## config.mk

```make
export PLATFORM = sky130hd
export DESIGN_NAME = video_source
export DESIGN_NICKNAME = d
export VERILOG_FILES = /design/src/core/video_src_pkg.sv /design/src/core/pclk_link_if.sv /design/src/core/pclk_divider.sv /design/src/core/video_source.sv
export SDC_FILE = /design/constraint.sdc
export NUM_CORES = 1
export LEC_CHECK = 0
export ABC_CLOCK_PERIOD_IN_PS = 3200
export BUFFER_PORTS_ARGS = -buffer_cell sky130_fd_sc_hd__buf_4
export CORE_MARGIN = 4
export CORE_UTILIZATION = 55
export DETAILED_ROUTE_END_ITERATION = 7
export MAX_ROUTING_LAYER = met4
export PLACE_DENSITY = 0.8
export SKIP_CTS_REPAIR_TIMING = 1
export SLEW_MARGIN = 10
export SYNTH_ARGS = -nofsm -noshare
export SYNTH_HDL_FRONTEND = slang
export SYNTH_SLANG_ARGS = --single-unit
export TNS_END_PERCENT = 10
```

## constraint.sdc

```tcl
create_clock -name core_clk -period 3.2 [get_ports core_clk]
set_clock_uncertainty 0.15 [all_clocks]
set_input_delay 0.64 -clock core_clk [delete_from_list [all_inputs] [get_ports core_clk]]
set_output_delay 0.64 -clock core_clk [all_outputs]
set_load 0.01 [all_outputs]
```

## src/core/video_src_pkg.sv

```systemverilog
// Constants for the parallel video source that drives a display controller's pixel port.
// Assumes one 100 MHz core clock with a synchronous active-high reset; no software registers.
`default_nettype none

package video_src_pkg;

    // ==========================================================
    // Clock
    // ==========================================================
    localparam int CORE_CLK_MHZ = 100;
    localparam int CORE_PERIOD_NS = 10;

    // ==========================================================
    // Device reset pulse
    // ==========================================================
    // The least low time is 1.25 us, held here in nanoseconds and rounded up to cycles.
    localparam int RESET_LOW_NS = 1250;
    localparam int RESET_LOW_CYCLES = (RESET_LOW_NS + CORE_PERIOD_NS - 1) / CORE_PERIOD_NS;

    // ==========================================================
    // Eye select setup and hold around frame sync
    // ==========================================================
    localparam int EYE_SETUP_US = 1000;
    localparam int EYE_HOLD_US = 1000;
    localparam int EYE_SETUP_CYCLES = EYE_SETUP_US * CORE_CLK_MHZ;
    localparam int EYE_HOLD_CYCLES = EYE_HOLD_US * CORE_CLK_MHZ;
    localparam int TIMER_W = 20;

    // ==========================================================
    // Horizontal timing in pixel clocks
    // ==========================================================
    localparam int HCNT_W = 8;
    localparam logic [HCNT_W-1:0] HSYNC_PCLKS = 8'h08;
    localparam logic [HCNT_W-1:0] HSYNC_MIN_PCLKS = 8'h04;
    localparam logic [HCNT_W-1:0] HSYNC_MAX_PCLKS = 8'h80;
    localparam logic [HCNT_W-1:0] HBP_PCLKS = 8'h04;
    localparam logic [HCNT_W-1:0] HACT_PCLKS = 8'h20;
    localparam logic [HCNT_W-1:0] HFP_PCLKS = 8'h08;

    // ==========================================================
    // Vertical timing in lines
    // ==========================================================
    localparam int LINE_W = 8;
    localparam int SRC_ACTIVE_LINES = 8;
    localparam int MIRROR_USED_LINES = 8;
    localparam int LINE_RATIO_CEIL =
        (SRC_ACTIVE_LINES + MIRROR_USED_LINES - 1) / MIRROR_USED_LINES;
    localparam int LINE_RATIO = (LINE_RATIO_CEIL > 1) ? LINE_RATIO_CEIL : 1;
    localparam int BLANK_MIN_LINES = 6 + 8 * LINE_RATIO;
    localparam int VSYNC_LINES = 1;
    localparam int VBP_MIN_LINES = 2;
    localparam int VFP_MIN_LINES = 1;
    localparam int VBP_LINES = 4;
    localparam int VFP_LINES = (BLANK_MIN_LINES - VBP_LINES > VFP_MIN_LINES) ?
        (BLANK_MIN_LINES - VBP_LINES) : VFP_MIN_LINES;
    localparam int TOTAL_LINES = VBP_LINES + SRC_ACTIVE_LINES + VFP_LINES;
    localparam logic [LINE_W-1:0] VSYNC_END_LINE = 8'(VSYNC_LINES);
    localparam logic [LINE_W-1:0] ACT_FIRST_LINE = 8'(VBP_LINES);
    localparam logic [LINE_W-1:0] ACT_END_LINE = 8'(VBP_LINES + SRC_ACTIVE_LINES);
    localparam logic [LINE_W-1:0] LAST_LINE = 8'(TOTAL_LINES - 1);

    // ==========================================================
    // Pixel bus and sync polarity
    // ==========================================================
    localparam int PIX_W = 24;
    localparam logic SYNC_ACTIVE = 1'b1;

    // ==========================================================
    // State encodings
    // ==========================================================
    typedef enum logic [2:0] {
        ST_RESET = 3'b001,
        ST_GAP = 3'b010,
        ST_FRAME = 3'b100
    } frame_state_type;

    typedef enum logic [3:0] {
        H_SYNC = 4'b0001,
        H_BP = 4'b0010,
        H_ACT = 4'b0100,
        H_FP = 4'b1000
    } line_phase_type;

endpackage

`default_nettype wire

```

## src/core/pclk_link_if.sv

```systemverilog
// Interface carrying the divided pixel clock and its update tick between the source modules.
// Assumes both ends run on the core clock.
`default_nettype none

interface pclk_link_if;
    logic pclk;
    logic tick;

    modport gen (
        output pclk,
        output tick
    );

    modport use_side (
        input pclk,
        input tick
    );
endinterface

`default_nettype wire

```

## src/core/pclk_divider.sv

```systemverilog
// Divides the core clock by two to make the pixel clock sent to the device.
// Assumes the sync, data-valid and pixel outputs it feeds are updated on the tick it raises.
`default_nettype none

module pclk_divider (
    input wire logic core_clk,
    input wire logic rst,
    pclk_link_if.gen link
);
    import video_src_pkg::*;

    typedef struct packed {
        logic pclk;
    } div_state_type;

    div_state_type cur_q;
    div_state_type nxt_d;

    // ==========================================================
    // Divider
    // ==========================================================
    always_comb begin
        nxt_d = cur_q;
        nxt_d.pclk = ~cur_q.pclk;
    end

    always_ff @(posedge core_clk) begin
        if (rst) begin
            cur_q <= '0;
        end else begin
            cur_q <= nxt_d;
        end
    end

    // The tick marks the edge on which the pixel clock falls, so every pin driven
    // on it is settled a full core period before the device samples on the rise.
    assign link.pclk = cur_q.pclk;
    assign link.tick = cur_q.pclk;
endmodule

`default_nettype wire

```

## src/core/video_source.sv

```systemverilog
// Video source: drives the device's pixel clock, syncs, data-valid, pixel data,
// eye select and active-low reset from the core clock.
// Assumes pixel_in and the control inputs come from logic on core_clk.
`default_nettype none

module video_source #(
    parameter int EYE_SETUP_CYC = video_src_pkg::EYE_SETUP_CYCLES,
    parameter int EYE_HOLD_CYC = video_src_pkg::EYE_HOLD_CYCLES
) (
    input wire logic core_clk,
    input wire logic rst,
    input wire logic run,
    input wire logic stereo_en,
    input wire logic reset_req,
    input wire logic [video_src_pkg::PIX_W-1:0] pixel_in,
    output logic pixel_take,
    output logic frame_done,
    output logic pclk_out,
    output logic frame_sync,
    output logic line_sync,
    output logic pixel_valid_in,
    output logic [video_src_pkg::PIX_W-1:0] pixel_bus,
    output logic eye_select,
    output logic reset_n_in
);
    import video_src_pkg::*;

    localparam logic [TIMER_W-1:0] RESET_LOAD = TIMER_W'(RESET_LOW_CYCLES - 1);
    localparam logic [TIMER_W-1:0] SETUP_LOAD = TIMER_W'(EYE_SETUP_CYC);
    localparam logic [TIMER_W-1:0] HOLD_LOAD = TIMER_W'(EYE_HOLD_CYC);

    typedef struct packed {
        frame_state_type state;
        line_phase_type phase;
        logic [HCNT_W-1:0] hcnt;
        logic [LINE_W-1:0] line;
        logic [TIMER_W-1:0] tmr;
        logic [TIMER_W-1:0] hold;
        logic eye_changed;
        logic vsync;
        logic hsync;
        logic valid;
        logic [PIX_W-1:0] pixel;
        logic eye;
        logic reset_n;
        logic take;
        logic done;
    } src_state_type;

    localparam src_state_type RESET_STATE = '{
        state: ST_RESET,
        phase: H_SYNC,
        hcnt: '0,
        line: '0,
        tmr: RESET_LOAD,
        hold: '0,
        eye_changed: 1'b0,
        vsync: ~SYNC_ACTIVE,
        hsync: ~SYNC_ACTIVE,
        valid: 1'b0,
        pixel: '0,
        eye: 1'b0,
        reset_n: 1'b0,
        take: 1'b0,
        done: 1'b0
    };

    src_state_type cur_q;
    src_state_type nxt_d;
    pclk_link_if link ();

    pclk_divider u_div (
        .core_clk(core_clk),
        .rst(rst),
        .link(link)
    );

    logic act_line;
    logic phase_end;
    logic [HCNT_W-1:0] phase_len;

    // ==========================================================
    // Line decode
    // ==========================================================
    always_comb begin
        act_line = (cur_q.line >= ACT_FIRST_LINE) && (cur_q.line < ACT_END_LINE);
        case (cur_q.phase)
            H_SYNC: phase_len = HSYNC_PCLKS;
            H_BP: phase_len = HBP_PCLKS;
            H_ACT: phase_len = HACT_PCLKS;
            H_FP: phase_len = HFP_PCLKS;
            default: phase_len = HSYNC_PCLKS;
        endcase
        phase_end = (cur_q.hcnt == phase_len - 8'h01);
    end

    // ==========================================================
    // Next state
    // ==========================================================
    always_comb begin
        nxt_d = cur_q;
        nxt_d.take = 1'b0;
        nxt_d.done = 1'b0;
        if (cur_q.hold != '0) begin
            nxt_d.hold = cur_q.hold - 20'h00001;
        end
        case (cur_q.state)
            ST_RESET: begin
                // The device reset is held low for the whole count, then released.
                nxt_d.reset_n = 1'b0;
                if (cur_q.tmr == '0) begin
                    nxt_d.reset_n = 1'b1;
                    nxt_d.state = ST_GAP;
                    nxt_d.eye_changed = 1'b0;
                end else begin
                    nxt_d.tmr = cur_q.tmr - 20'h00001;
                end
            end
            ST_GAP: begin
                if (cur_q.tmr != '0) begin
                    nxt_d.tmr = cur_q.tmr - 20'h00001;
                end
                // In stereo the eye flips only once the hold after the last frame sync
                // edge has run out, and the next frame waits out the setup time.
                if (stereo_en && !cur_q.eye_changed && cur_q.hold == '0) begin
                    nxt_d.eye = ~cur_q.eye;
                    nxt_d.tmr = SETUP_LOAD;
                    nxt_d.eye_changed = 1'b1;
                end else if (run && link.tick && cur_q.tmr == '0 &&
                             (cur_q.eye_changed || !stereo_en)) begin
                    // The frame sync edge and the first line sync edge coincide here.
                    nxt_d.state = ST_FRAME;
                    nxt_d.eye_changed = 1'b0;
                    nxt_d.phase = H_SYNC;
                    nxt_d.hcnt = '0;
                    nxt_d.line = '0;
                    nxt_d.vsync = SYNC_ACTIVE;
                    nxt_d.hsync = SYNC_ACTIVE;
                end
            end
            ST_FRAME: begin
                if (link.tick) begin
                    nxt_d.hcnt = cur_q.hcnt + 8'h01;
                    if (phase_end) begin
                        nxt_d.hcnt = '0;
                    end
                    case (cur_q.phase)
                        H_SYNC: begin
                            if (phase_end) begin
                                nxt_d.hsync = ~SYNC_ACTIVE;
                                nxt_d.phase = H_BP;
                            end
                        end
                        H_BP: begin
                            if (phase_end) begin
                                // Data-valid rises only after the full back porch.
                                nxt_d.phase = H_ACT;
                                if (act_line) begin
                                    nxt_d.valid = 1'b1;
                                    nxt_d.pixel = pixel_in;
                                    nxt_d.take = 1'b1;
                                end
                            end
                        end
                        H_ACT: begin
                            if (phase_end) begin
                                nxt_d.valid = 1'b0;
                                nxt_d.pixel = '0;
                                nxt_d.phase = H_FP;
                            end else if (act_line) begin
                                nxt_d.pixel = pixel_in;
                                nxt_d.take = 1'b1;
                            end
                        end
                        H_FP: begin
                            if (phase_end) begin
                                // The front porch has run its full length before the next edge.
                                if (cur_q.line == LAST_LINE) begin
                                    // The last lines are the vertical front porch; the gap
                                    // only lengthens it.
                                    nxt_d.state = ST_GAP;
                                    nxt_d.done = 1'b1;
                                    nxt_d.tmr = '0;
                                end else begin
                                    nxt_d.line = cur_q.line + 8'h01;
                                    nxt_d.phase = H_SYNC;
                                    nxt_d.hsync = SYNC_ACTIVE;
                                    // Frame sync drops at the line sync that ends its line.
                                    if (cur_q.line + 8'h01 == VSYNC_END_LINE) begin
                                        nxt_d.vsync = ~SYNC_ACTIVE;
                                        nxt_d.hold = HOLD_LOAD;
                                    end
                                end
                            end
                        end
                        default: begin
                            nxt_d.phase = H_SYNC;
                        end
                    endcase
                end
            end
            default: begin
                nxt_d = RESET_STATE;
            end
        endcase
        // A reset request starts a fresh device reset pulse from any state.
        if (reset_req) begin
            nxt_d = RESET_STATE;
            nxt_d.eye = cur_q.eye;
        end
    end

    // ==========================================================
    // State register
    // ==========================================================
    always_ff @(posedge core_clk) begin
        if (rst) begin
            cur_q <= RESET_STATE;
        end else begin
            cur_q <= nxt_d;
        end
    end

    // ==========================================================
    // Outputs
    // ==========================================================
    assign pixel_take = cur_q.take;
    assign frame_done = cur_q.done;
    assign pclk_out = link.pclk;
    assign frame_sync = cur_q.vsync;
    assign line_sync = cur_q.hsync;
    assign pixel_valid_in = cur_q.valid;
    assign pixel_bus = cur_q.pixel;
    assign eye_select = cur_q.eye;
    assign reset_n_in = cur_q.reset_n;
endmodule

`default_nettype wire

```

Word level (Yosys, flattened, before mapping)
Index checks and enable logic that the tools add are counted.
Storage, ports and cells
  word-level logic and storage cells: 150
  register bits: 96
  output and inout port bits: 32
Cells by class
  add/sub/neg operators: 5
  eq/ne operators: 32
  muxes and demuxes: 56
  magnitude comparators: 2
  bitwise operators: 9
  reductions and logical operators: 30
Operators with widths (number)
  $mux W20: 7
  $pmux W20 S3: 2
  $pmux W25 S2: 2
  $mux W48: 2
  $mux W63: 1
  $mux W25: 2
  $mux W24: 2
  $mux W23: 2
  $logic_not A20 Y1: 2
  $pmux W20 S2: 1
  $reduce_bool A20 Y1: 2
  $sub A20 B1 Y20 const B: 2
  $mux W27: 1
  $ne A3 B3 Y1 const B: 8
  $ne A2 B2 Y1 const B: 9
  $reduce_and A6 Y1: 3
  $add A8 B1 Y8 const B: 2
  $mux W4: 4
  $mux W8: 2
  $pmux W4 S4: 1
  $reduce_and A8 Y1: 2
  $reduce_and A7 Y1: 2
  $mux W3: 4
  $pmux W6 S2: 1
  33 further kinds: 68

Longest topological paths before layout
Gate-level depths: netlist of run 1.
  depth in word-level cells: 8
  depth in mapped cells: 9
  depth with buffers taken out: 8

Modules after synthesis
Synthesis of run 1 repeated with hierarchy kept, for this count alone.
Unflattened totals
  cells, all modules: 608
  area, all modules: 5163.7 sq um
Modules (own cells, without submodules)
  video_source: cells an instance 605, area an instance 5132.4 sq um, times used 1
  pclk_divider: cells an instance 3, area an instance 31.3 sq um, times used 1

Worst setup path after synthesis of run 1
OpenSTA, ideal clock, no wires.
  kind: register -> register
  start point: register cur_q[80] (netlist name)
  end point: register cur_q, in the netlist pixel_bus[10]
  clock period less this slack: 2754 ps
  slack: 446 ps
  data required time: 2990 ps
  cell stages (with the launch flop): 10
  buffers on the path: 2
  setup time: 60 ps
  arrival: 2544 ps
  cells stage by stage: dfxtp_1 ha_1 nor4b_1 nand3b_1 a211oi_2 o311a_1 and3_1 clkbuf_1 clkbuf_1 a22o_1
On the way
  cells in the longest elaborated chain, start to end: 5
  elaborated cells on any way between the ends: 8
RTL lines
  start: declaration: RTL line video_source.sv:68  | src_state_type cur_q;
  start signal: assignment: RTL line video_source.sv:220  | cur_q <= nxt_d;
  $eq A8 B8 Y1 *: RTL line video_source.sv:94  | phase_end = (cur_q.hcnt == phase_len - 8'h01);
  $mux W24: RTL line video_source.sv:166  | if (phase_end) begin
  $pmux W25 S2: RTL line video_source.sv:147  | case (cur_q.phase)
  $mux W27: RTL line video_source.sv:142  | if (link.tick) begin
  $pmux W25 S2: RTL line video_source.sv:107  | case (cur_q.state)
Mark *: on every way between the ends. The rest lies on a longest branch, timed or not. The select of a mux whose other input is x is not followed.
A chain may end at the register's enable or synchronous reset.

Final worst setup path of run 1
  start point: register cur_q[63] (netlist name)
  end point: register cur_q[55] (netlist name)
On the way
  cells in the longest elaborated chain, start to end: 3
  elaborated cells on any way between the ends: 5
RTL lines (RTL line)
  $reduce_bool A20 Y1 / $logic_not A20 Y1 (equally long branches): video_source.sv:120, video_source.sv:111
  $ne A3 B3 Y1 (no line) / $ne A2 B2 Y1 (equally long branches)
  $reduce_and A6 Y1 (no line) *
Mark *: on every way between the ends. The rest lies on a longest branch, timed or not.

==> reports/qor.tcl, run 1 <==
set qor(simple_gate_share_of_the_synthesized_area_pct) 24.8
set qor(synth-compound-area-share_pct) 20.7
set qor(synth_edf_count) 0
set qor(critPathSlowestCell) {sky130_fd_sc_hd__or4_1}
set qor(drtPass1Iterations) 5
set qor(numPortBuffers) 60
set qor(setup_violations) 0
set qor(r2r_setup_slack_ns) 0.22
set qor(cpPeakStageDelay_ns) 0.62
set qor(io_pins) 61
set qor(layout.nets) 661
set qor(antenna_violating_nets_post_route) 0
set qor(area.growth.synth_to_final_pct) 13.0
set qor(diodes_inserted) 0
set qor(hold_class) {input pin to flip-flop}
set qor(finalCriticalPeriod_ns) 2.98
set qor(grt_overflow_total) 0
set qor(track_usage_pct) 24.2
set qor(worstSetupStartpointType) {flip-flop}
set qor(r2r-end) {cur_q[55]$_SDFFE_PP1P_}
set qor(post_synth_xor_area_fraction_pct) 5.59
set qor(synthesis.nets) 621
set qor(grt_start_max_net_pins) 25
set qor(async_reset_ff_share_pct) 0
set qor(timing.fmax_mhz) 335
set qor(die_height_um) 103
set qor(layout-drive-gt1-share_pct) 18.4
set qor(worst_ep_required_time_ns) 3.31
set qor(yosys.area_share.adder_pct) 2.00
set qor(rsz0062_at_grt) {no}
set qor(hp-start) {rst}
set qor(max-cap-violations) 0
set qor(syn_avg_cell_area_um2) 8.59
set qor(dp_slack_ns) 0.131
set qor(worst_r2r_path_depth) 7
set qor(ys_seq_elements) 96
set qor(timing.max_slew.rel_slack_pct) 49.9
set qor(post-route-drc-count) 0
set qor(die_w_um) 103
set qor(status) {finished, final reports clean}
set qor(path_buf_inv) 1
set qor(cts_tree) {yes}
set qor(rows) 34
set qor(floorplan.initialDensity_pct) 56.9
set qor(final.setup.tns_ns) 0
set qor(cp_max_fo) 12
set qor(muxShareOfSynthArea_pct) 1.80
set qor(timing.final.crit_share_pct) 93.2
set qor(power-per-cell-area_nw_per_um2) 367
set qor(worst_hold_endpoint) {u_div.link.pclk$_SDFF_PP0_}
set qor(route.final.wire_length_um) 12000
set qor(drt-vias-per-instance) 6.21
set qor(cts_num_sinks) 96
set qor(max-clock-path-buffers) 2
set qor(fp.dieArea_um2) 10700
set qor(min_delay_path_depth) 2
set qor(leakage_power_figure_nw) 2.19
set qor(criticalPathCategory) {flip-flop to flip-flop}
set qor(detailed_place_hpwl_um) 8770
set qor(critical_path.cell_chain) {or4_1 > or4_4 > or2_2 > o21ai_1 > buf_4 > nand2_1 > o211a_1}
set qor(core_region_area_um2) 8810
set qor(worst_supply_voltage_drop_on_vdd_mv) 0.209
set qor(first_global_vias) 4364
set qor(worst_slack_ns) 0.219
set qor(finalWeightedCongestion) 0.900
set qor(yosys.cell_types.count) 68
set qor(finalHoldViolations) 0
set qor(post-route-cell-area_um2) 5670
set qor(clockRootBuffer) {sky130_fd_sc_hd__clkbuf_8}
set qor(launch_point_of_the_worst_reg_to_reg_path) {cur_q[63]$_SDFFE_PP0P_}
set qor(grt_pass1_wl_um) 20300
set qor(h_tree_level_count) 3
set qor(clock_network_latency_to_the_later_pin_of_the_worst_skew_pair_ns) 0.36
set qor(yosysWarningCount) 0
set qor(setup.worst_path.end_class) {flip-flop}
set qor(timing_max_transition_violations_final) 0
set qor(grt_antenna_before_repair) 0
set qor(synthesis.area_um2) 5010
set qor(pin_slew_with_the_least_headroom_to_its_limit_ns) 0.741
set qor(placed_area_um2) 5470
set qor(drt-initial-drc-count) 261
set qor(arrival_ns) 3.09
set qor(yosysSeqAreaShare_pct) 38.3
set qor(cpLargestDelayFamily) {simple AND/OR/NAND/NOR gates}
set qor(yosys_most_used_dff) {sky130_fd_sc_hd__dfxtp_1}
set qor(routedWlPerCell_um) 16.3
set qor(syn_inst) 584
set qor(dr_total_vias) 4576
set qor(clkTransAtPathRegs_ns) 0.09
set qor(number_of_clock_buffers_inserted_by_tritoncts) 9
set qor(synth_top_family_by_area) {simple AND/OR/NAND/NOR gates}
cell usage after synthesis, types with 5 or more instances:
cell | number | area, um2
sky130_fd_sc_hd__a21oi_1 | 26 | 130
sky130_fd_sc_hd__a22o_1 | 24 | 210
sky130_fd_sc_hd__a31oi_1 | 8 | 50.1
sky130_fd_sc_hd__a32o_1 | 5 | 50.1
sky130_fd_sc_hd__buf_2 | 6 | 30.0
sky130_fd_sc_hd__buf_4 | 24 | 180
sky130_fd_sc_hd__clkbuf_1 | 21 | 78.8
sky130_fd_sc_hd__dfxtp_1 | 96 | 1920
sky130_fd_sc_hd__ha_1 | 8 | 100
sky130_fd_sc_hd__inv_1 | 13 | 48.8
sky130_fd_sc_hd__mux2i_1 | 9 | 90.1
sky130_fd_sc_hd__nand2_1 | 36 | 135
sky130_fd_sc_hd__nand3_1 | 15 | 75.1
sky130_fd_sc_hd__nand4_1 | 7 | 43.8
sky130_fd_sc_hd__nor2_1 | 66 | 248
sky130_fd_sc_hd__nor3_1 | 28 | 140
sky130_fd_sc_hd__nor3b_1 | 7 | 52.6
sky130_fd_sc_hd__nor4_1 | 14 | 87.6
sky130_fd_sc_hd__nor4b_1 | 6 | 52.6
sky130_fd_sc_hd__o211ai_1 | 14 | 105
sky130_fd_sc_hd__o21ai_0 | 19 | 95.1
sky130_fd_sc_hd__or2_2 | 7 | 43.8
sky130_fd_sc_hd__or3_1 | 11 | 68.8
sky130_fd_sc_hd__or4_1 | 6 | 45.0
sky130_fd_sc_hd__xnor2_1 | 18 | 158
sky130_fd_sc_hd__xor2_1 | 14 | 123
cell families after synthesis:
| group | after synthesis |
|---|---|
| AOI/OAI and AO/OA | 141 |
| adders and majority gates | 8 |
| and+or+nand+nor | 233 |
| muxes | 9 |
| buffers and inverters | 65 |
| xor gates and xnor gates | 32 |
| DFF | 96 |
stage by stage:
step / util, % / power (mW) / instances / hold WS (ns)
final: 64.3 / 2.08 / 737 / 0.302
after global routing: 64.3 / 2.14 / 737 / 0.309
after CTS: 64.2 / 2.08 / 737 / 0.300
after detailed placement: 62.1 / 1.31 / 721 / 0.316
after global placement: 62.1 / 1.31 / 721 / 0.312
after floorplan: - / 1.26 / 584 / 0.298
registers in the layout, summed over array words and instances (netlist names):
name / flops
cur_q: 64
frame_sync: 1
frame_done: 1
line_sync: 1
u_div.link.pclk: 1
eye_select: 1
reset_n_in: 1
pixel_valid_in: 1
pixel_take: 1
pixel_bus: 24
cell usage in the layout, fill, tap and decap left out, types with 6 or more instances in the layout:
master                     count
sky130_fd_sc_hd__a21oi_1      26
sky130_fd_sc_hd__nand4_1       7
sky130_fd_sc_hd__ha_1          8
sky130_fd_sc_hd__clkbuf_8      9
sky130_fd_sc_hd__buf_4        81
sky130_fd_sc_hd__nand3_1      15
sky130_fd_sc_hd__nor3_1       28
sky130_fd_sc_hd__nor4_1       14
sky130_fd_sc_hd__xor2_1       14
sky130_fd_sc_hd__o211ai_1     14
sky130_fd_sc_hd__a22o_1       24
sky130_fd_sc_hd__dfxtp_1      96
sky130_fd_sc_hd__xnor2_1      18
sky130_fd_sc_hd__or2_2         7
sky130_fd_sc_hd__or4_1         6
sky130_fd_sc_hd__o21ai_0      19
sky130_fd_sc_hd__inv_1        13
sky130_fd_sc_hd__nor2_1       66
sky130_fd_sc_hd__or3_1        11
sky130_fd_sc_hd__nor3b_1       7
sky130_fd_sc_hd__a31oi_1       8
sky130_fd_sc_hd__nand2_1      36
sky130_fd_sc_hd__mux2i_1       9
worst max-delay path by stage:
stage / from / depth (start not counted) / end
2_1_floorplan: cur_q[80]$_SDFFE_PP0P_ / 9 / pixel_bus[10]$_SDFFE_PP0P_
3_5_place_dp: cur_q[63]$_SDFFE_PP0P_ / 6 / cur_q[91]$_SDFFE_PP0P_
3_3_place_gp: cur_q[63]$_SDFFE_PP0P_ / 6 / cur_q[91]$_SDFFE_PP0P_
5_1_grt: cur_q[63]$_SDFFE_PP0P_ / 6 / cur_q[89]$_SDFFE_PP0P_
6_report: cur_q[63]$_SDFFE_PP0P_ / 7 / cur_q[55]$_SDFFE_PP1P_
4_1_cts: cur_q[63]$_SDFFE_PP0P_ / 6 / cur_q[91]$_SDFFE_PP0P_
metal layers:
layer	up-vias	global-route usage, %	share of wire, %
li1	2215	-	-
met1	2201	30.1	43
met2	138	39.4	50
met3	22	3.89	5.9
met4	0	9.26	1.6
met5	-	-	0
worst reg2reg max path, delay by kind of cell, from the launching register on:
kind | cells | cell delay (ns)
simple gates | 4 | 1.74
compound gates | 2 | 0.42
flops | 1 | 0.37
buf+inv | 1 | 0.20
cell type report:
cell class | instances | area [um2]
flip-flops and latches | 96 | 1920
clock buffers | 11 | 131
clock inverters | 5 | 57.6
multi-input cells | 423 | 2760
repair buffers | 81 | 608
well taps | 108 | 135
inverters | 13 | 48.8
fillers | 718 | 3140
where the power goes:
part,internal [mW],switching [mW]
registers,1.20,0.00635
clock network,0.361,0.437
logic,0.0367,0.0402
total,1.60,0.484
Power figures use the tool's default switching activity.
==> run 2: changes to the inputs <==
--- a/config.mk
+++ b/config.mk
@@ -16,5 +16,6 @@
 export SLEW_MARGIN = 10
 export SYNTH_ARGS = -nofsm -noshare
 export SYNTH_HDL_FRONTEND = slang
+export SYNTH_HIERARCHICAL = 1
 export SYNTH_SLANG_ARGS = --single-unit
 export TNS_END_PERCENT = 10
==> reports/qor.tcl, run 2 <==
set qor(status) {finished, final reports clean}
set qor(worst_ep_required_time_ns) 3.30
set qor(async_reset_ff_share_pct) 0
set qor(yosys.cell_types.count) 76
set qor(synth_edf_count) 0
set qor(grt_start_max_net_pins) 25
set qor(die_w_um) 105
set qor(finalHoldViolations) 0
set qor(cts_num_sinks) 96
set qor(synthesis.area_um2) 5160
set qor(layout.nets) 678
set qor(core_region_area_um2) 9200
set qor(clock_network_latency_to_the_later_pin_of_the_worst_skew_pair_ns) 0.37
set qor(worst_r2r_path_depth) 6
set qor(grt.met1_usage_pct) 29.1
set qor(fp.dieArea_um2) 11000
set qor(finalWeightedCongestion) 0.895
set qor(hp-start) {rst}
set qor(ys_seq_elements) 96
set qor(routedWlPerCell_um) 16.0
set qor(grt_antenna_before_repair) 0
set qor(syn_inst) 608
set qor(timing.final.crit_share_pct) 95.6
set qor(finalCriticalPeriod_ns) 3.06
set qor(grt_pass1_wl_um) 20300
set qor(worstSetupStartpointType) {flip-flop}
set qor(hold_class) {input pin to flip-flop}
set qor(h_tree_level_count) 3
set qor(number_of_clock_buffers_inserted_by_tritoncts) 9
set qor(groute.layer.met3.usage_pct) 3.95
set qor(commonest_non_fill_non_tap_cell_in_the_layout) {sky130_fd_sc_hd__dfxtp_1}
set qor(max-clock-path-buffers) 2
set qor(worst_supply_voltage_drop_on_vdd_mv) 0.183
set qor(setup_violations) 0
set qor(dp_slack_ns) 0.0198
set qor(numPortBuffers) 60
set qor(critical_path.cell_chain) {ha_1 > or4b_1 > o311a_1 > or3_1 > a211o_2 > a22o_1}
set qor(synth_largest_type_area_fraction_pct) 37.2
set qor(first_global_vias) 4223
set qor(yosysWarningCount) 6
set qor(critPathSlowestCell) {sky130_fd_sc_hd__a211o_2}
set qor(netlist.top_cell.by_area) {sky130_fd_sc_hd__dfxtp_1}
set qor(gr-max-usage-layer) {met2}
set qor(ys_top_cells_by_area) {sky130_fd_sc_hd__dfxtp_1 37%, sky130_fd_sc_hd__a21oi_1 4.8%, sky130_fd_sc_hd__a22o_1 4.1%}
set qor(max-cap-violations) 0
set qor(timing.fmax_mhz) 327
set qor(timing_max_transition_violations_final) 0
set qor(pin_slew_with_the_least_headroom_to_its_limit_ns) 0.678
set qor(yosys-top-cells-count) {96 x sky130_fd_sc_hd__dfxtp_1, 53 x sky130_fd_sc_hd__nor2_1, 50 x sky130_fd_sc_hd__a21oi_1}
set qor(area.growth.synth_to_final_pct) 11.8
set qor(worst_hold_endpoint) {u_div/link.pclk$_SDFF_PP0_}
set qor(setup.worst_path.end_class) {flip-flop}
set qor(leakage_power_figure_nw) 2.18
set qor(dr_total_vias) 4608
set qor(yosysSeqAreaShare_pct) 37.2
set qor(cts_tree) {yes}
set qor(flip_flop_count_of_the_largest_register_after_layout) 64
set qor(clockRootBuffer) {sky130_fd_sc_hd__clkbuf_8}
set qor(grt_overflow_total) 0
set qor(r2r-end) {pixel_bus[21]$_SDFFE_PP0P_}
set qor(critPathLaunch) {cur_q[80]$_SDFFE_PP0P_}
set qor(criticalPathCategory) {flip-flop to flip-flop}
set qor(die_height_um) 105
set qor(route.final.wire_length_um) 12100
set qor(drt-vias-per-instance) 6.09
set qor(drtPass1Iterations) 5
set qor(syn_avg_cell_area_um2) 8.49
set qor(rows) 35
set qor(r2r_setup_slack_ns) 0.14
set qor(synthesis.nets) 645
set qor(worst_slack_ns) 0.142
set qor(antenna_violating_nets_post_route) 0
set qor(diodes_inserted) 0
set qor(cp_max_fo) 24
set qor(largest_register) {cur_q}
set qor(yosysMostFrequentCell) {sky130_fd_sc_hd__dfxtp_1}
set qor(timing.max_slew.rel_slack_pct) 54.2
set qor(groute.layer.met2.usage_pct) 35.3
set qor(arrival_ns) 3.16
set qor(rsz0062_at_grt) {no}
set qor(floorplan.initialDensity_pct) 56.1
set qor(drt-initial-drc-count) 329
set qor(post-route-drc-count) 0
set qor(commonest_non_fill_non_tap_cells_in_the_layout) {96 x sky130_fd_sc_hd__dfxtp_1, 84 x sky130_fd_sc_hd__buf_4, 53 x sky130_fd_sc_hd__nor2_1, 50 x sky130_fd_sc_hd__a21oi_1, 33 x sky130_fd_sc_hd__nor3_1}
set qor(min_delay_path_depth) 2
set qor(cpPeakStageDelay_ns) 0.55
set qor(yosys_most_used_dff) {sky130_fd_sc_hd__dfxtp_1}
set qor(detailed_place_hpwl_um) 8670
set qor(track_usage_pct) 22.4
set qor(power-per-cell-area_nw_per_um2) 348
set qor(io_pins) 61
set qor(launch_point_of_the_worst_reg_to_reg_path) {cur_q[80]$_SDFFE_PP0P_}
set qor(final.setup.tns_ns) 0
set qor(layout-drive-gt1-share_pct) 19.2
set qor(clkTransAtPathRegs_ns) 0.08
## run 2: cell types whose count changed in the layout (fill, tap and decap cells not counted), sizes merged, moves of 6 or more
cell | previous run | this run
nor2 | 66 | 55
o211ai | 14 | 0
a21oi | 26 | 51
a311oi | 1 | 10
nand4 | 7 | 13
nand2 | 36 | 26
xor2 | 14 | 20
o21ai | 23 | 32
xnor2 | 18 | 8
## run 2: area by class of cell
cell class / count / area [um2]
flip-flops and latches: 96 / 1920
well taps: 111 / 139
multi-input cells: 437 / 2850
clock inverters: 6 / 51.3
fillers: 777 / 3420
repair buffers: 84 / 631
inverters: 13 / 48.8
clock buffers: 10 / 128
## run 2: worst max path at each step
stage	to	slack, ns	cells after the start
finish	pixel_bus[21]$_SDFFE_PP0P_	0.14	6
global route	pixel_bus[23]$_SDFFE_PP0P_	0.03	6
CTS	pixel_bus[14]$_SDFFE_PP0P_	0.006	6
detailed placement	pixel_bus[11]$_SDFFE_PP0P_	0.02	6
global placement	pixel_bus[12]$_SDFFE_PP0P_	0.13	6
floorplan	pixel_bus[10]$_SDFFE_PP0P_	0.11	8
## run 2: critical path: cells and delay by family (launching register included)
| family | cells | cell delay, ns |
|---|---|---|
| compound gates | 3 | 1.20 |
| simple gates | 2 | 1.00 |
| flops | 1 | 0.38 |
| fa+ha+maj | 1 | 0.23 |
## run 2: kinds of logic after synthesis
kind of cell / Yosys count / synth area share (%)
adders and majority gates: 8 / 1.94
xor gates and xnor gates: 28 / 4.75
and+or+nand+nor: 231 / 25.1
DFF: 96 / 37.2
AOI/OAI and AO/OA: 162 / 21.7
buffers and inverters: 75 / 7.73
muxes: 8 / 1.58
## run 2: power by group
| group | leakage (nW) | switching [mW] | internal [mW] |
|---|---|---|---|
| registers | 0.774 | 0.00372 | 1.20 |
| logic | 1.32 | 0.0425 | 0.0367 |
| clock network | 0.0875 | 0.437 | 0.293 |
## run 2: through the flow
step	cell area, um2	std cells	utilization, %	total power [mW]	hold WS (ns)
after floorplan	5170	608	-	1.26	0.289
after global placement	5590	741	60.8	1.31	0.285
after detailed placement	5590	741	60.8	1.31	0.295
after CTS	5770	757	62.7	2.03	0.288
after global routing	5770	757	62.8	2.09	0.292
final	5770	757	62.8	2.01	0.302
## run 2: layer usage
metal  wire, um  share of wire [%]
met3        641                5.3
met2       5500                 45
met4        210                1.7
met5          0                  0
met1       5740                 47
==> run 3: changes to the inputs <==
--- a/config.mk
+++ b/config.mk
@@ -5,10 +5,10 @@
 export SDC_FILE = /design/constraint.sdc
 export NUM_CORES = 1
 export LEC_CHECK = 0
-export ABC_CLOCK_PERIOD_IN_PS = 3200
+export ABC_CLOCK_PERIOD_IN_PS = 2500
 export BUFFER_PORTS_ARGS = -buffer_cell sky130_fd_sc_hd__buf_4
 export CORE_MARGIN = 4
-export CORE_UTILIZATION = 55
+export CORE_UTILIZATION = 53
 export DETAILED_ROUTE_END_ITERATION = 7
 export MAX_ROUTING_LAYER = met4
 export PLACE_DENSITY = 0.8
==> constraint.sdc (replaced) <==
create_clock -name core_clk -period 2.5 [get_ports core_clk]
set_clock_uncertainty 0.15 [all_clocks]
set_input_delay 0.5 -clock core_clk [delete_from_list [all_inputs] [get_ports core_clk]]
set_output_delay 0.5 -clock core_clk [all_outputs]
set_load 0.01 [all_outputs]
==> reports/qor.tcl, run 3 (synthesis gave the netlist of run 2 again) <==
set qor(drt-vias-per-instance) 6.03
set qor(worst_r2r_path_depth) 6
set qor(fp.dieArea_um2) 11400
set qor(setup_violations) 37
set qor(core_region_area_um2) 9370
set qor(hold_slack_ns) 0.163
set qor(detailed_place_hpwl_um) 10300
set qor(clkTransAtPathRegs_ns) 0.10
set qor(grt_pass1_wl_um) 23600
set qor(io_pins) 61
set qor(numPortBuffers) 60
set qor(status) {complete, but fails checks}
set qor(timing.final.crit_share_pct) 108
set qor(finalHoldViolations) 0
set qor(stdcell_count) 857
set qor(drt-initial-drc-count) 352
set qor(rsz0062_at_grt) {yes}
set qor(leakage_power_figure_nw) 2.66
set qor(timing.fmax_mhz) 372
set qor(largest_register) {cur_q}
set qor(launch_point_of_the_worst_reg_to_reg_path) {cur_q[80]$_SDFFE_PP0P_}
set qor(track_usage_pct) 25.9
set qor(drtPass1Iterations) 5
set qor(cts_tree) {yes}
set qor(fin_util_pct) 71.4
set qor(hold_class) {input pin to flip-flop}
set qor(arrival_ns) 2.79
set qor(route.final.wire_length_um) 15400
set qor(grt_start_max_net_pins) 25
set qor(post-route-drc-count) 0
set qor(cts_num_sinks) 96
set qor(cp_max_fo) 6
set qor(max-cap-violations) 0
set qor(routedWlPerCell_um) 18.0
set qor(finalCriticalPeriod_ns) 2.69
set qor(max-clock-path-buffers) 2
set qor(worst_ep_required_time_ns) 2.60
set qor(commonest_non_fill_non_tap_cells_in_the_layout) {158 x sky130_fd_sc_hd__buf_4, 91 x sky130_fd_sc_hd__dfxtp_1, 52 x sky130_fd_sc_hd__nor2_1, 46 x sky130_fd_sc_hd__a21oi_1, 31 x sky130_fd_sc_hd__nor3_1}
set qor(number_of_clock_buffers_inserted_by_tritoncts) 9
set qor(dr_total_vias) 5168
set qor(first_global_vias) 4897
set qor(h_tree_level_count) 3
set qor(rows) 35
set qor(floorplan.initialDensity_pct) 55.1
set qor(pin_slew_with_the_least_headroom_to_its_limit_ns) 0.803
set qor(failed_checks) {negative setup slack}
set qor(r2r-end) {pixel_bus[23]$_SDFFE_PP0P_}
set qor(commonest_non_fill_non_tap_cell_in_the_layout) {sky130_fd_sc_hd__buf_4}
set qor(critPathLaunch) {cur_q[80]$_SDFFE_PP0P_}
set qor(r2r_setup_slack_ns) -0.19
set qor(area.growth.synth_to_final_pct) 29.7
set qor(power-per-cell-area_nw_per_um2) 425
set qor(timing.max_slew.rel_slack_pct) 46.1
set qor(setup.worst_path.end_class) {flip-flop}
set qor(timing_max_transition_violations_final) 0
set qor(criticalPathCategory) {flip-flop to flip-flop}
set qor(worstSetupStartpointType) {flip-flop}
set qor(antenna_violating_nets_post_route) 0
set qor(flip_flop_count_of_the_largest_register_after_layout) 64
set qor(numPlacedInstances) 835
set qor(die_w_um) 107
set qor(worstSetupEndpoint) {pixel_bus[23]$_SDFFE_PP0P_}
set qor(worst_supply_voltage_drop_on_vdd_mv) 0.283
set qor(layout-drive-gt1-share_pct) 32.3
set qor(finalWeightedCongestion) 0.960
set qor(grt_overflow_total) 0
set qor(layout.nets) 760
set qor(grt_antenna_before_repair) 0
set qor(clock_network_latency_to_the_later_pin_of_the_worst_skew_pair_ns) 0.38
set qor(worst_slack_ns) -0.188
set qor(diodes_inserted) 0
set qor(clockRootBuffer) {sky130_fd_sc_hd__clkbuf_8}
set qor(die_height_um) 107
set qor(final.setup.tns_ns) -3.97
[run 3: changes by cell type in the layout (fill, tap and decap cells not counted), moves of 3 or more]
cell	delta
sky130_fd_sc_hd__buf_6	+4
sky130_fd_sc_hd__a211o_4	+3
sky130_fd_sc_hd__clkinv_4	-3
sky130_fd_sc_hd__a21oi_2	+4
sky130_fd_sc_hd__buf_4	+74
sky130_fd_sc_hd__dfxtp_2	+5
sky130_fd_sc_hd__o21ai_1	+3
sky130_fd_sc_hd__or2_4	+3
sky130_fd_sc_hd__dfxtp_1	-5
sky130_fd_sc_hd__o21ai_0	-5
sky130_fd_sc_hd__or2_2	-3
sky130_fd_sc_hd__a21oi_1	-4
[run 3: layer usage]
| metal | part of all wire (%) | routed length [um] | track usage, % | up-vias |
|---|---|---|---|---|
| met4 | 1.9 | 289 | 9.22 | 0 |
| met1 | 42 | 6430 | 32.2 | 2460 |
| met5 | 0 | 0 | - | - |
| li1 | - | - | - | 2454 |
| met3 | 7.1 | 1100 | 5.12 | 30 |
| met2 | 49 | 7580 | 42.1 | 224 |
[run 3: how the worst min path moves through the flow]
stage,from,end,slack (ns),depth (start not counted)
final,rst,u_div/link.pclk$_SDFF_PP0_,0.16,2
after global routing,rst,u_div/link.pclk$_SDFF_PP0_,0.14,2
after CTS,rst,u_div/link.pclk$_SDFF_PP0_,0.15,2
after detailed placement,frame_sync$_SDFFE_PP0P_,frame_sync$_SDFFE_PP0P_,0.29,2
after global placement,frame_sync$_SDFFE_PP0P_,frame_sync$_SDFFE_PP0P_,0.28,2
after floorplan,cur_q[71]$_SDFFE_PP0P_,cur_q[71]$_SDFFE_PP0P_,0.29,1
[run 3: worst max-delay path, stage by stage, from the launching register on]
cell and delay, ns:
sky130_fd_sc_hd__dfxtp_2 0.37, sky130_fd_sc_hd__ha_4 0.13, sky130_fd_sc_hd__or4b_4 0.46, sky130_fd_sc_hd__o311a_4 0.37, sky130_fd_sc_hd__or3_4 0.40, sky130_fd_sc_hd__a211o_4 0.41
sky130_fd_sc_hd__a22o_1 0.27
[run 3: per-stage QoR]
step / total power, mW / area [um2] / setup WS, ns
3_5_place_dp: 1.69 / 6210 / -0.230
2_1_floorplan: 1.62 / 5210 / -0.387
3_3_place_gp: 1.68 / 6210 / -0.144
4_1_cts: 2.84 / 6440 / -0.293
5_1_grt: 2.92 / 6700 / -0.232
6_report: 2.84 / 6700 / -0.188
[run 3: final cells by class]
| type | instances | area, um2 |
|---|---|---|
| inverter | 13 | 48.8 |
| sequential | 96 | 1930 |
| multi-input combinational | 439 | 3050 |
| fill | 717 | 2680 |
| clock inverter | 6 | 90.1 |
| timing repair buffer | 164 | 1280 |
| tap | 129 | 161 |
| clock buffer | 10 | 138 |
[run 3: where the power goes]
part	internal, mW	switching (mW)	leakage, nW
Clock	0.597	0.585	0.113
Sequential	1.53	0.00364	0.776
Combinational	0.0596	0.0662	1.77
